$ cat src/hrbs_defs.vh
// Purpose: Shared constants of the harmonic ratio blocking stage
// Assumes: 32-bit APB, byte addresses, one aligned word per register
// Notes:   Definitions only
`ifndef HRBS_DEFS_VH
`define HRBS_DEFS_VH

////////////////////////////////////////////////////////////////////////////////
// Register byte offsets
`define HRBS_OFS_EVT_ENABLE   8'h00
`define HRBS_OFS_THRESHOLD    8'h04
`define HRBS_OFS_DELAY        8'h08
`define HRBS_OFS_STATUS       8'h0C
`define HRBS_OFS_EVENTS       8'h10
`define HRBS_OFS_PHASE_A      8'h14
`define HRBS_OFS_PHASE_B      8'h18
`define HRBS_OFS_PHASE_C      8'h1C
`define HRBS_OFS_FAULT_MAX    8'h20
`define HRBS_OFS_ELAPSED      8'h24

////////////////////////////////////////////////////////////////////////////////
// Event bit positions (enable and sticky registers share them)
`define HRBS_EVT_START_ON     0
`define HRBS_EVT_START_OFF    1
`define HRBS_EVT_TRIP_ON      2
`define HRBS_EVT_TRIP_OFF     3

// Status bit positions
`define HRBS_ST_START         0
`define HRBS_ST_TRIP          1
`define HRBS_ST_HARM_LSB      4

////////////////////////////////////////////////////////////////////////////////
// Reset values and limits
`define HRBS_RST_EVT_ENABLE   4'hF
`define HRBS_THR_MIN_PCT      7'h0A
`define HRBS_THR_MAX_PCT      7'h64
`define HRBS_RST_THRESHOLD    7'h0A
`define HRBS_PCT_FULL         16'h0064

////////////////////////////////////////////////////////////////////////////////
// Timing: delay register counts 10 ms ticks
`define HRBS_TICK_MS          10
`define HRBS_CLK_KHZ          200000
`define HRBS_TICK_CYCLES      (`HRBS_TICK_MS * `HRBS_CLK_KHZ)
`define HRBS_DLY_MIN_TICKS    15'h0005
`define HRBS_DLY_MAX_TICKS    15'h7530
`define HRBS_RST_DELAY        15'h0005

`endif

$ cat src/hrbs_div.v
// Purpose: Serial restoring divider, one quotient bit per clock
// Assumes: Divisor is nonzero when go is raised
// Notes:   go is ignored while busy
`timescale 1ns/100ps

module hrbs_div #(
   parameter W = 24
) (
   // Clock and reset
   input  wire         pclk,
   input  wire         presetn,
   // Request
   input  wire         go,
   input  wire [W-1:0] num,
   input  wire [W-1:0] den,
   // Answer
   output reg          busy,
   output reg          done,
   output reg  [W-1:0] quo
);

   reg [W-1:0] rem;
   reg [W-1:0] dvs;
   reg [W-1:0] cnt;
   localparam [W-1:0] CNT_INIT = W;
   wire [W:0]  trial = {rem[W-1:0], quo[W-1]} - {1'b0, dvs};

   ////////////////////////////////////////////////////////////////////////////
   always @(posedge pclk or negedge presetn) begin
      if (!presetn) begin
         busy <= 1'b0;
         done <= 1'b0;
         quo  <= {W{1'b0}};
         rem  <= {W{1'b0}};
         dvs  <= {W{1'b0}};
         cnt  <= {W{1'b0}};
      end else begin
         done <= 1'b0;
         if (!busy) begin
            if (go) begin
               busy <= 1'b1;
               quo  <= num;
               rem  <= {W{1'b0}};
               dvs  <= den;
               cnt  <= CNT_INIT;
            end
         end else begin
            // Shift a dividend bit in, keep the difference when it fits
            if (!trial[W]) begin
               rem <= trial[W-1:0];
               quo <= {quo[W-2:0], 1'b1};
            end else begin
               rem <= {rem[W-2:0], quo[W-1]};
               quo <= {quo[W-2:0], 1'b0};
            end
            cnt <= cnt - 1'b1;
            if (cnt == 1) begin
               busy <= 1'b0;
               done <= 1'b1;
            end
         end
      end
   end

endmodule // hrbs_div

$ cat src/hrbs_stage.v
// Purpose: Harmonic to fundamental ratio stage with start, delayed trip and event log
// Assumes: Measurement strobe and magnitudes come from logic on pclk
// Notes:   HARMONIC selects the inrush (2) or overexcitation (5) variant
`timescale 1ns/100ps
`include "hrbs_defs.vh"

// Function
// - Per-phase harmonic to fundamental ratio evaluation
// - Start while any phase exceeds threshold
// - Trip after definite delay from start
// - Threshold 10 to 100 percent, default 10
// - Delay 0.05 to 300 s, default 0.05
// - Four event reports, each enabled by default
// - Start and trip offered as blocking outputs
// - Fifth-harmonic variant behaves identically
// - Per-phase harmonic percentage readable
// - Maximum fault ratio recorded in percent
// - Elapsed delay recorded, 100 percent means trip
module hrbs_stage #(
   parameter HARMONIC    = 2,
   parameter TICK_CYCLES = `HRBS_TICK_CYCLES
) (
   // Clock and reset
   input  wire        pclk,
   input  wire        presetn,
   // APB slave
   input  wire        psel,
   input  wire        penable,
   input  wire        pwrite,
   input  wire [7:0]  paddr,
   input  wire [31:0] pwdata,
   output reg         pready,
   output reg  [31:0] prdata,
   output reg         pslverr,
   // Harmonic measurement
   input  wire        meas_valid,
   input  wire [15:0] harm_a,
   input  wire [15:0] harm_b,
   input  wire [15:0] harm_c,
   input  wire [15:0] fund_a,
   input  wire [15:0] fund_b,
   input  wire [15:0] fund_c,
   // Blocking outputs and event reports
   output reg         start_out,
   output reg         trip_out,
   output reg         evt_start_on,
   output reg         evt_start_off,
   output reg         evt_trip_on,
   output reg         evt_trip_off
);

   ////////////////////////////////////////////////////////////////////////////
   // Helpers
   function [15:0] sat16;
      input [23:0] v;
      begin
         sat16 = (v[23:16] != 8'h00) ? 16'hFFFF : v[15:0];
      end
   endfunction

   function [23:0] times100;
      input [15:0] v;
      begin
         times100 = {2'b00, v, 6'h00} + {3'b000, v, 5'h00} + {6'h00, v, 2'b00};
      end
   endfunction

   localparam [3:0]  HARM_CODE = HARMONIC;
   localparam [31:0] TICK_LAST = TICK_CYCLES - 1;

   ////////////////////////////////////////////////////////////////////////////
   // Registers
   reg  [3:0]  evt_enable;
   reg  [6:0]  second_harmonic_threshold;
   reg  [14:0] inrush_operate_delay;
   reg  [3:0]  events;
   reg  [15:0] phase_a_pct;
   reg  [15:0] phase_b_pct;
   reg  [15:0] phase_c_pct;
   reg  [15:0] fault_max_pct;
   reg  [15:0] run_max_pct;
   reg  [15:0] elapsed_delay_pct;
   reg  [31:0] tick_cnt;
   reg  [14:0] delay_ticks;
   reg  [2:0]  fund_zero;
   reg         elapsed_delay_pct_busy_q;

   wire [23:0] quo_a;
   wire [23:0] quo_b;
   wire [23:0] quo_c;
   wire [23:0] quo_e;
   wire        busy_a;
   wire        busy_b;
   wire        busy_c;
   wire        busy_e;
   wire        done_a;
   wire        done_b;
   wire        done_c;
   wire        done_e;

   wire        ph_go = meas_valid & ~busy_a & ~busy_b & ~busy_c;
   wire        wr_en = psel & penable & pready & pwrite;
   wire [15:0] thr16 = {9'h000, second_harmonic_threshold};
   wire        over  = (phase_a_pct > thr16) | (phase_b_pct > thr16) |
                       (phase_c_pct > thr16);
   wire        tick  = (tick_cnt == TICK_LAST);
   wire        delay_done = (delay_ticks >= inrush_operate_delay);
   wire [15:0] cur_max = (phase_a_pct > phase_b_pct) ?
                         ((phase_a_pct > phase_c_pct) ? phase_a_pct : phase_c_pct) :
                         ((phase_b_pct > phase_c_pct) ? phase_b_pct : phase_c_pct);
   wire [15:0] next_pct_a = fund_zero[0] ? 16'h0000 : sat16(quo_a);
   wire [15:0] next_pct_b = fund_zero[1] ? 16'h0000 : sat16(quo_b);
   wire [15:0] next_pct_c = fund_zero[2] ? 16'h0000 : sat16(quo_c);
   // Fault end is the cycle in which start still stands but the excess is gone
   wire        start_fall = start_out & ~over;
   wire        elapsed_delay_pct_go = start_fall & ~busy_e;

   ////////////////////////////////////////////////////////////////////////////
   // Ratio dividers, one per phase; a strobe that arrives mid-division is dropped
   hrbs_div #(.W(24)) u_div_a (
      .pclk    (pclk),
      .presetn (presetn),
      .go      (ph_go),
      .num     (times100(harm_a)),
      .den     ({8'h00, fund_a}),
      .busy    (busy_a),
      .done    (done_a),
      .quo     (quo_a)
   );

   hrbs_div #(.W(24)) u_div_b (
      .pclk    (pclk),
      .presetn (presetn),
      .go      (ph_go),
      .num     (times100(harm_b)),
      .den     ({8'h00, fund_b}),
      .busy    (busy_b),
      .done    (done_b),
      .quo     (quo_b)
   );

   hrbs_div #(.W(24)) u_div_c (
      .pclk    (pclk),
      .presetn (presetn),
      .go      (ph_go),
      .num     (times100(harm_c)),
      .den     ({8'h00, fund_c}),
      .busy    (busy_c),
      .done    (done_c),
      .quo     (quo_c)
   );

   // Elapsed delay divider, run once at the end of each fault
   hrbs_div #(.W(24)) u_div_e (
      .pclk    (pclk),
      .presetn (presetn),
      .go      (elapsed_delay_pct_go),
      .num     (times100({1'b0, delay_ticks})),
      .den     ({9'h000, inrush_operate_delay}),
      .busy    (busy_e),
      .done    (done_e),
      .quo     (quo_e)
   );

   ////////////////////////////////////////////////////////////////////////////
   // Measured ratios
   always @(posedge pclk or negedge presetn) begin
      if (!presetn) begin
         fund_zero   <= 3'b000;
         phase_a_pct <= 16'h0000;
         phase_b_pct <= 16'h0000;
         phase_c_pct <= 16'h0000;
      end else begin
         if (ph_go)
            fund_zero <= {fund_c == 16'h0000, fund_b == 16'h0000, fund_a == 16'h0000};
         // Zero fundamental means no current, so no harmonic excess
         if (done_a)
            phase_a_pct <= next_pct_a;
         if (done_b)
            phase_b_pct <= next_pct_b;
         if (done_c)
            phase_c_pct <= next_pct_c;
      end
   end

   ////////////////////////////////////////////////////////////////////////////
   // Start, delay timer and trip
   always @(posedge pclk or negedge presetn) begin
      if (!presetn) begin
         start_out   <= 1'b0;
         trip_out    <= 1'b0;
         tick_cnt    <= 32'h00000000;
         delay_ticks <= 15'h0000;
      end else if (!over) begin
         start_out   <= 1'b0;
         trip_out    <= 1'b0;
         tick_cnt    <= 32'h00000000;
         if (!start_out)
            delay_ticks <= 15'h0000;
      end else begin
         start_out <= 1'b1;
         if (!start_out) begin
            tick_cnt    <= 32'h00000000;
            delay_ticks <= 15'h0000;
         end else if (!delay_done) begin
            tick_cnt <= tick ? 32'h00000000 : tick_cnt + 32'h00000001;
            if (tick)
               delay_ticks <= delay_ticks + 15'h0001;
         end
         // Delay compare also catches a delay shortened during a fault
         if (start_out && delay_done)
            trip_out <= 1'b1;
      end
   end

   ////////////////////////////////////////////////////////////////////////////
   // Fault records
   always @(posedge pclk or negedge presetn) begin
      if (!presetn) begin
         run_max_pct       <= 16'h0000;
         fault_max_pct     <= 16'h0000;
         elapsed_delay_pct <= 16'h0000;
         elapsed_delay_pct_busy_q       <= 1'b0;
      end else begin
         if (over && !start_out)
            run_max_pct <= cur_max;
         else if (start_out && cur_max > run_max_pct)
            run_max_pct <= cur_max;
         if (start_fall)
            fault_max_pct <= run_max_pct;
         elapsed_delay_pct_busy_q <= busy_e;
         if (done_e)
            elapsed_delay_pct <= (sat16(quo_e) > `HRBS_PCT_FULL) ?
                                 `HRBS_PCT_FULL : sat16(quo_e);
      end
   end

   ////////////////////////////////////////////////////////////////////////////
   // Event reports: pulses plus sticky bits; a new event beats a clear
   wire [3:0] evt_raw;
   assign evt_raw[`HRBS_EVT_START_ON]  = over & ~start_out;
   assign evt_raw[`HRBS_EVT_START_OFF] = ~over & start_out;
   assign evt_raw[`HRBS_EVT_TRIP_ON]   = over & start_out & delay_done & ~trip_out;
   assign evt_raw[`HRBS_EVT_TRIP_OFF]  = ~over & trip_out;
   wire [3:0] evt_hit = evt_raw & evt_enable;
   wire [3:0] evt_clr = (wr_en && paddr == `HRBS_OFS_EVENTS) ? pwdata[3:0] : 4'h0;

   always @(posedge pclk or negedge presetn) begin
      if (!presetn) begin
         events        <= 4'h0;
         evt_start_on  <= 1'b0;
         evt_start_off <= 1'b0;
         evt_trip_on   <= 1'b0;
         evt_trip_off  <= 1'b0;
      end else begin
         events        <= (events & ~evt_clr) | evt_hit;
         evt_start_on  <= evt_hit[`HRBS_EVT_START_ON];
         evt_start_off <= evt_hit[`HRBS_EVT_START_OFF];
         evt_trip_on   <= evt_hit[`HRBS_EVT_TRIP_ON];
         evt_trip_off  <= evt_hit[`HRBS_EVT_TRIP_OFF];
      end
   end

   ////////////////////////////////////////////////////////////////////////////
   // Settings; writes outside the legal range are ignored
   always @(posedge pclk or negedge presetn) begin
      if (!presetn) begin
         evt_enable                <= `HRBS_RST_EVT_ENABLE;
         second_harmonic_threshold <= `HRBS_RST_THRESHOLD;
         inrush_operate_delay      <= `HRBS_RST_DELAY;
      end else if (wr_en) begin
         case (paddr)
            `HRBS_OFS_EVT_ENABLE: evt_enable <= pwdata[3:0];
            `HRBS_OFS_THRESHOLD: begin
               if (pwdata[31:7] == 25'h0000000 &&
                   pwdata[6:0] >= `HRBS_THR_MIN_PCT && pwdata[6:0] <= `HRBS_THR_MAX_PCT)
                  second_harmonic_threshold <= pwdata[6:0];
            end
            `HRBS_OFS_DELAY: begin
               if (pwdata[31:15] == 17'h00000 &&
                   pwdata[14:0] >= `HRBS_DLY_MIN_TICKS && pwdata[14:0] <= `HRBS_DLY_MAX_TICKS)
                  inrush_operate_delay <= pwdata[14:0];
            end
            default: ;
         endcase
      end
   end

   ////////////////////////////////////////////////////////////////////////////
   // APB: zero wait states, read data captured in the setup cycle
   reg [31:0] next_prdata;
   reg        next_err;

   always @* begin
      next_prdata = 32'h00000000;
      next_err    = 1'b0;
      case (paddr)
         `HRBS_OFS_EVT_ENABLE: next_prdata = {28'h0000000, evt_enable};
         `HRBS_OFS_THRESHOLD:  next_prdata = {25'h0000000, second_harmonic_threshold};
         `HRBS_OFS_DELAY:      next_prdata = {17'h00000, inrush_operate_delay};
         `HRBS_OFS_STATUS:     next_prdata = {24'h000000, HARM_CODE, 2'b00,
                                              trip_out, start_out};
         `HRBS_OFS_EVENTS:     next_prdata = {28'h0000000, events};
         `HRBS_OFS_PHASE_A:    next_prdata = {16'h0000, phase_a_pct};
         `HRBS_OFS_PHASE_B:    next_prdata = {16'h0000, phase_b_pct};
         `HRBS_OFS_PHASE_C:    next_prdata = {16'h0000, phase_c_pct};
         `HRBS_OFS_FAULT_MAX:  next_prdata = {16'h0000, fault_max_pct};
         `HRBS_OFS_ELAPSED:    next_prdata = {16'h0000, elapsed_delay_pct};
         default:              next_err    = 1'b1;
      endcase
   end

   always @(posedge pclk or negedge presetn) begin
      if (!presetn) begin
         pready  <= 1'b0;
         prdata  <= 32'h00000000;
         pslverr <= 1'b0;
      end else begin
         pready  <= psel & ~penable;
         pslverr <= psel & ~penable & next_err;
         // Cleared after every access, also when a setup follows back to back
         if (psel && !penable && !pwrite)
            prdata <= next_prdata;
         else
            prdata <= 32'h00000000;
      end
   end

endmodule // hrbs_stage

$ cat config.mk
export PLATFORM = sky130hd
export DESIGN_NAME = hrbs_stage
export DESIGN_NICKNAME = d
export VERILOG_FILES = /design/src/hrbs_div.v /design/src/hrbs_stage.v
export VERILOG_INCLUDE_DIRS = /design/src /design/src/src
export SDC_FILE = /design/constraint.sdc
export NUM_CORES = 2
export LEC_CHECK = 0
export BUFFER_PORTS_ARGS = -buffer_cell sky130_fd_sc_hd__buf_2
export CAP_MARGIN = 20
export CORE_MARGIN = 5
export CORE_UTILIZATION = 57
export DETAILED_ROUTE_END_ITERATION = 12
export PLACE_DENSITY_LB_ADDON = 0.25
export SLEW_MARGIN = 20
export SYNTH_ARGS = -nofsm -noshare
export SYNTH_HDL_FRONTEND = slang
export SYNTH_SLANG_ARGS = --single-unit
$ cat constraint.sdc
create_clock -name pclk -period 4.6 [get_ports pclk]
set_input_delay 0 -clock pclk [delete_from_list [all_inputs] [get_ports pclk]]
set_output_delay 0 -clock pclk [all_outputs]
set_load 0.1 [all_outputs]
## Yosys cells after proc, flatten, opt, wreduce, memory -nomap -nowiden

Cells that the tools add are included.

| cells by class | value |
|---|---|
| add/subtract/negate cells | 18 |
| magnitude comparators | 13 |
| equal/unequal tests | 19 |
| multiplexer cells | 75 |
| bitwise logic cells | 29 |
| reduce and logical (&&, ||, !) cells | 37 |

Operators by type and width:

| operator | number |
|---|---|
| $mux W24 | 24 |
| $mux W16 | 13 |
| $mux W32 | 5 |
| $pmux W16 S10 | 1 |
| $eq A24 B1 Y1 const B | 4 |
| $sub A24 B1 Y24 const B | 4 |
| $mux W15 | 5 |
| $sub A25 B16 Y25 | 3 |
| $add A23 B18 Y24 | 3 |
| $add A22 B21 Y23 | 3 |
| $gt A16 B16 Y1 | 4 |
| $gt A16 B7 Y1 | 3 |
| $logic_not A16 Y1 | 3 |
| $add A32 B1 Y32 const B | 1 |
| $eq A32 B21 Y1 const B | 1 |
| $eq A8 B5 Y1 const B | 4 |
| $reduce_bool A8 Y1 | 4 |
| $mux W1 | 26 |
| $logic_not A25 Y1 | 1 |
| $sub A25 B15 Y25 | 1 |
| $add A22 B17 Y23 | 1 |
| $add A21 B20 Y22 | 1 |
| $logic_not A17 Y1 | 1 |
| $eq A8 B4 Y1 const B | 2 |
| other kinds (26) | 73 |

| storage, ports and cells | value |
|---|---|
| bits in registers | 575 |
| bits of input ports | 142 |
| output and inout bits | 40 |
| word-level logic and storage cells | 237 |

## Depth between registers and ports, before layout

| depth | value |
|---|---|
| word-level depth | 8 |
| gate-level depth with buffers | 23 |

## Hierarchy

From an unflattened synthesis, not the netlist that was laid out.

| second synthesis, totals | value |
|---|---|
| cell total of the unflattened synthesis | 4238 |
| area, all modules | 38883.5 sq um |

By module, submodules not included:

| module | instances | cells an instance | area an instance (sq um) | sequential area each (sq um) |
|---|---|---|---|---|
| hrbs_stage | 1 | 1780 | 16261.8 | 5014.8 |
| hrbs_div at u_div_b ... | 2 | 627 | 5736.8 | 2452.4 |
| hrbs_div at u_div_a ... | 2 | 602 | 5574.1 | 2452.4 |

## Worst setup path before layout

Ideal clock, no wire load.

| timing path | value |
|---|---|
| path kind | register -> register |
| start point | register phase_a_pct[9] |
| end point | register run_max_pct[10] |
| setup time | 0.125 ns |
| arrival | 4.473 ns |
| data required time | 4.475 ns |
| setup slack | 0.002 ns |
| stages on the path, launching flop included | 21 |
| clock period less this slack | 4.598 ns |
| cells stage by stage | dfrtp_1 > ha_1 > a21o_1 > a21o_1 > a21oi_1 > o21a_1 > o221a_2 > clkbuf_1 > nor2_1 > mux2i_1 > clkbuf_1 > a221oi_1 > ha_1 > and4_1 > a21oi_1 > nand2_1 > a221oi_1 > o21ai_0 > a22oi_2 > buf_2 > mux2_2 |

| between the ends | value |
|---|---|
| longest elaborated chain between the ends | 6 |
| elaborated cells on any way between the ends | 13 |
| those cells by class | 4 x order compare; 4 x mux; 2 x bitwise; 3 x reduce/logical |

Ends and longest elaborated chain:

| item | line | text |
|---|---|---|
| start: declaration | hrbs_stage.v:77 | `reg [15:0] phase_a_pct;` |
| start signal: assignment | hrbs_stage.v:178 | `phase_a_pct <= next_pct_a;` |
| $gt A16 B16 Y1 | hrbs_stage.v:109 | `((phase_a_pct > phase_c_pct) ? phase_a_pct : phase_c_pct) :` |
| $mux W16 | hrbs_stage.v:109 |  |
| $mux W16 * | hrbs_stage.v:108 | `wire [15:0] cur_max = (phase_a_pct > phase_b_pct) ?` |
| named net cur_max[8] | hrbs_stage.v:108 |  |
| $gt A16 B16 Y1 * | hrbs_stage.v:227 | `else if (start_out && cur_max > run_max_pct)` |
| $logic_and A1 B1 Y1 * | hrbs_stage.v:227 |  |
| $reduce_bool A2 Y1 (no line) * | n/a |  |
| end signal: assignment | hrbs_stage.v:226 | `run_max_pct <= cur_max;` |
| end signal: assignment | hrbs_stage.v:228 | `run_max_pct <= cur_max;` |
| end: declaration | hrbs_stage.v:81 | `reg [15:0] run_max_pct;` |

The timed path passes the listed nets; every way through them passes the cells marked *. The select of a mux whose other input is x is not followed.
A chain may end at the register's enable or synchronous reset.

## Worst setup path in the final report

| timing path | value |
|---|---|
| start point | register phase_c_pct[15] |
| end point | register run_max_pct[4] |

| between the ends | value |
|---|---|
| longest elaborated chain between the ends | 6 |
| elaborated cells on any way between the ends | 13 |
| those cells by class | 4 x order compare; 5 x mux; 1 x bitwise; 3 x reduce/logical |

Ends and longest elaborated chain:

| item | line | text |
|---|---|---|
| start: declaration | hrbs_stage.v:79 | `reg [15:0] phase_c_pct;` |
| start signal: assignment | hrbs_stage.v:182 | `phase_c_pct <= next_pct_c;` |
| $gt A16 B16 Y1 (on tied branches) | hrbs_stage.v:110, hrbs_stage.v:109 |  |
| $mux W16 (on tied branches) | hrbs_stage.v:110, hrbs_stage.v:109 |  |
| $mux W16 * | hrbs_stage.v:108 |  |
| named net cur_max[11] | hrbs_stage.v:108 |  |
| $gt A16 B16 Y1 * | hrbs_stage.v:227 |  |
| $logic_and A1 B1 Y1 * | hrbs_stage.v:227 |  |
| $reduce_bool A2 Y1 (no line) * | n/a |  |

Marked as above.

==> run summary <==
DR vias/cell: 6.00
Clock Latency Late Sink: 0.61 ns
Max clock buf depth: 3
Die Area: 67000 um2
Pin count of the biggest net entering global routing: 143
Simple-gate share of the synthesized area: 0.182
Final Max Slew Viols: 0
Hpwl dp: 65.3 mm
Crit path capture type: register
Lkg Pwr: 18.4 nW
GRT Residual Overflow: 0
Slew margin rel.: 0.289
Startpoint types: register
Antenna Diode Count: 0
Pwr per Cell Area: 279 nW/um2
Sum of buffers and inverters on the critical path: 4
CTS H-tree depth: 3
Register Area: 14000 um2
Multi-input gate area: 19900 um2
Area growth syn-to-layout: 14.5%
CORE AREA: 61500 um2
Synth Area in XOR/XNOR: 0.0318
Arr. time, crit path: 4.90 ns
Post-Layout Inst Area: 40400 um2
Crit-path cells: inv_1 > ha_1 > nand4_1 > or3_1 > o221a_2 > nor2_1 > mux2i_1 > buf_4 > a221oi_1 > buf_4 > ha_1 > and4_1 > a21oi_1 > nand2_1 > a221oi_2 > o21ai_1 > a22oi_2 > buf_6 > mux2_2
Synth Flop Type: dfrtp_1
Filler cells: 5013
Crit path required time: 5.09 ns
Asr flop ratio synth: 1.00
Final min period: 4.41 ns
DR WL/cell: 18.6 um
Max FO, Critical Path: 8
Flop-to-flop setup slack: 0.19 ns
Netlist cell types: 86
Leading area contributor after synthesis: dfrtp_1
Clock skew: 0.0221 ns
Setup violations, final: 0
Dpl cells: 4729
Chip Width: 259 um
First-pass GRT wire length: 149 mm
Global Route Usage Sum: 0.270
Post-layout net count: 4563
Syn avg cell area: 9.14 um2
Final period utilization: 0.958
Number of max-cap violations: 0
Seq cells post-synth: 559
Root buf cell: clkbuf_16
RD Place Congestion: 0.924
Commonest cells post-synth: dfrtp_1 (551), nand2_1 (434), o21ai_0 (368), nor2_1 (275), ha_1 (262)
Starting Density: 0.574
R2R depth: 19
Vias: 29.7k
F_max: 0.227 GHz
Final Util: 0.657
Synth Area in Compound Gates: 0.185
Max incr delay on CP: 0.42 ns
DRT iter0 DRCs: 2206
Hold WC Path Type: in2async
Vias in the first global route: 28.5k
Critical path depth: 19
Post-synth EDFFs: 0
Adder-cell share of the synthesized area: 0.124
Port Buf Inserts: 165
Worst-path clk slew: 0.06 ns
CTS Buf Count: 66
Post-synthesis cell area: 35300 um2
Height of the die: 259 um
Std cell rows: 91
Worst-Margin Slew: 1.07 ns
Synth Instances: 3860
Hold Violations, Final: 0
Io pins: 182
Share of cells above drive strength 1: 0.118
Largest family of logic cells by synthesized area: compound AO/OA/AOI/OAI gates
DRC Markers: 0
Critical-path top delay cell: or3_1
Total Power: 11.3 mW
Sinks on the clock net: 559
Yosys top cell area share: 0.391
Crit Path Category: reg2reg
CTS tree: yes
Initial antenna violation count: 0
Most common cell in the synthesized netlist: dfrtp_1
Antenna violation net count after detailed routing: 0
Peak supply drop: 277 uV
Final WL: 91.8 mm
Synth warn: 0
Status: completed
1st-pass router iterations: 6
Sequential area share after synthesis: 0.397
Post-DP Area: 37100 um2
Crit path max-delay family: compound AO/OA/AOI/OAI gates
Final Instance Count excl. Fillers: 4945
Mux share of post-synthesis cell area: 0.0363
Synth area leaders: dfrtp_1 (39%), ha_1 (9.3%), o21ai_0 (5.2%)
per-layer routing:
| layer | vias up | part of all wire | global-route usage |
|---|---|---|---|
| li1 | 14426 | - | - |
| met1 | 14366 | 0.44 | 0.373 |
| met2 | 720 | 0.47 | 0.442 |
| met3 | 165 | 0.051 | 0.0408 |
| met4 | 0 | 0.033 | 0.0847 |
| met5 | - | 0 | 0 |
final cells by class:
class | instances | area share
Clock buffer | 91 | 0.0477
Clock inverter | 28 | 0.00762
Inverter | 211 | 0.0196
Multi-Input combinational cell | 2925 | 0.494
Sequential cell | 559 | 0.347
Tap cell | 790 | 0.0245
Timing Repair Buffer | 341 | 0.0604
sequential cells by signal (all words and copies together) (netlist names), 24 cells and up:
signal / cells
tick_cnt: 32
u_div_a.cnt: 24
u_div_a.quo: 24
u_div_a.rem: 24
u_div_b.cnt: 24
u_div_b.quo: 24
u_div_b.rem: 24
u_div_c.cnt: 24
u_div_c.quo: 24
u_div_c.rem: 24
u_div_e.cnt: 24
u_div_e.quo: 24
u_div_e.rem: 24
worst reg2reg max path, cell delays in order, from the launching register on:
cell and delay (ns):
dfrtp_1 0.38, inv_1 0.12, ha_1 0.31, nand4_1 0.23
or3_1 0.42, o221a_2 0.26, nor2_1 0.10, mux2i_1 0.08
buf_4 0.17, a221oi_1 0.25, buf_4 0.17, ha_1 0.22
and4_1 0.21, a21oi_1 0.15, nand2_1 0.08, a221oi_2 0.28
o21ai_1 0.11, a22oi_2 0.22, buf_6 0.18, mux2_2 0.34
metrics by stage:
stage | worst slack, ns | TNS, ns | hold slack, ns
floorplan | 0.00224 | 0 | -0.296
finish | 0.194 | 0 | 0.0257
detailed placement | -0.0188 | -0.0736 | 0.147
CTS | 0.0503 | 0 | 0.000320
global placement | 0.0674 | 0 | 0.144
global route | -0.0501 | -0.626 | 0.0613
cells in the final DEF (no fill, tap or decap), drive strengths merged, types with 43 or more instances in the layout:
cell         Yosys  routed
a31oi           51      51
xor2            43      43
nand2b          48      48
mux2            56      56
clkbuf         139      91
a22oi           64      64
ha             262     262
nand2          434     434
xnor2           85      85
a21o            64      64
nor4            80      80
buf             41     250
or3             52      52
a21oi          154     154
mux2i           65      65
inv            211     215
dlygate4sd3      0      91
nor2b           45      45
fa              55      55
nor3            79      79
nand3          132     132
dfrtp          551     551
nor2           277     277
o21ai          368     368
final timing paths:
kind                                         to       startpoint
min in group pclk                     events[3]           pwrite
max in group asynchronous          u_div_e.busy          presetn
worst min register to register  u_div_e.cnt[23]  u_div_e.cnt[23]
worst min-delay path             u_div_a.dvs[4]          presetn
worst max-delay path             run_max_pct[4]  phase_c_pct[15]
worst max register to register   run_max_pct[4]  phase_c_pct[15]
repair_timing:
action | 4_1_cts | 5_1_grt
hold endpoints to repair | 211 | 0
gates resized for setup | 3 | 24
pin swaps | 0 | 7
endpoints found under the setup margin | 11 | 16
buffers inserted | 0 | 6
hold buffers | 91 | 0
kinds of logic (layout without fill, tap and decap cells):
| kind of cell | after synthesis | in the layout |
|---|---|---|
| adders and majority gates | 317 | 317 |
| AOI/OAI and AO/OA | 1021 | 1021 |
| and+or+nand+nor | 1322 | 1322 |
| buffers and inverters | 391 | 671 |
| DFF | 559 | 559 |
| xor gates and xnor gates | 128 | 128 |
| other | 1 | 16 |
| muxes | 121 | 121 |
power breakdown:
group / switching, mW / total, mW / internal [mW]
Sequential: 0.000521 / 4.92 / 4.92
Combinational: 0.574 / 0.961 / 0.387
Clock: 2.17 / 5.40 / 3.23
No activity file was read; power rests on OpenSTA's default activity.
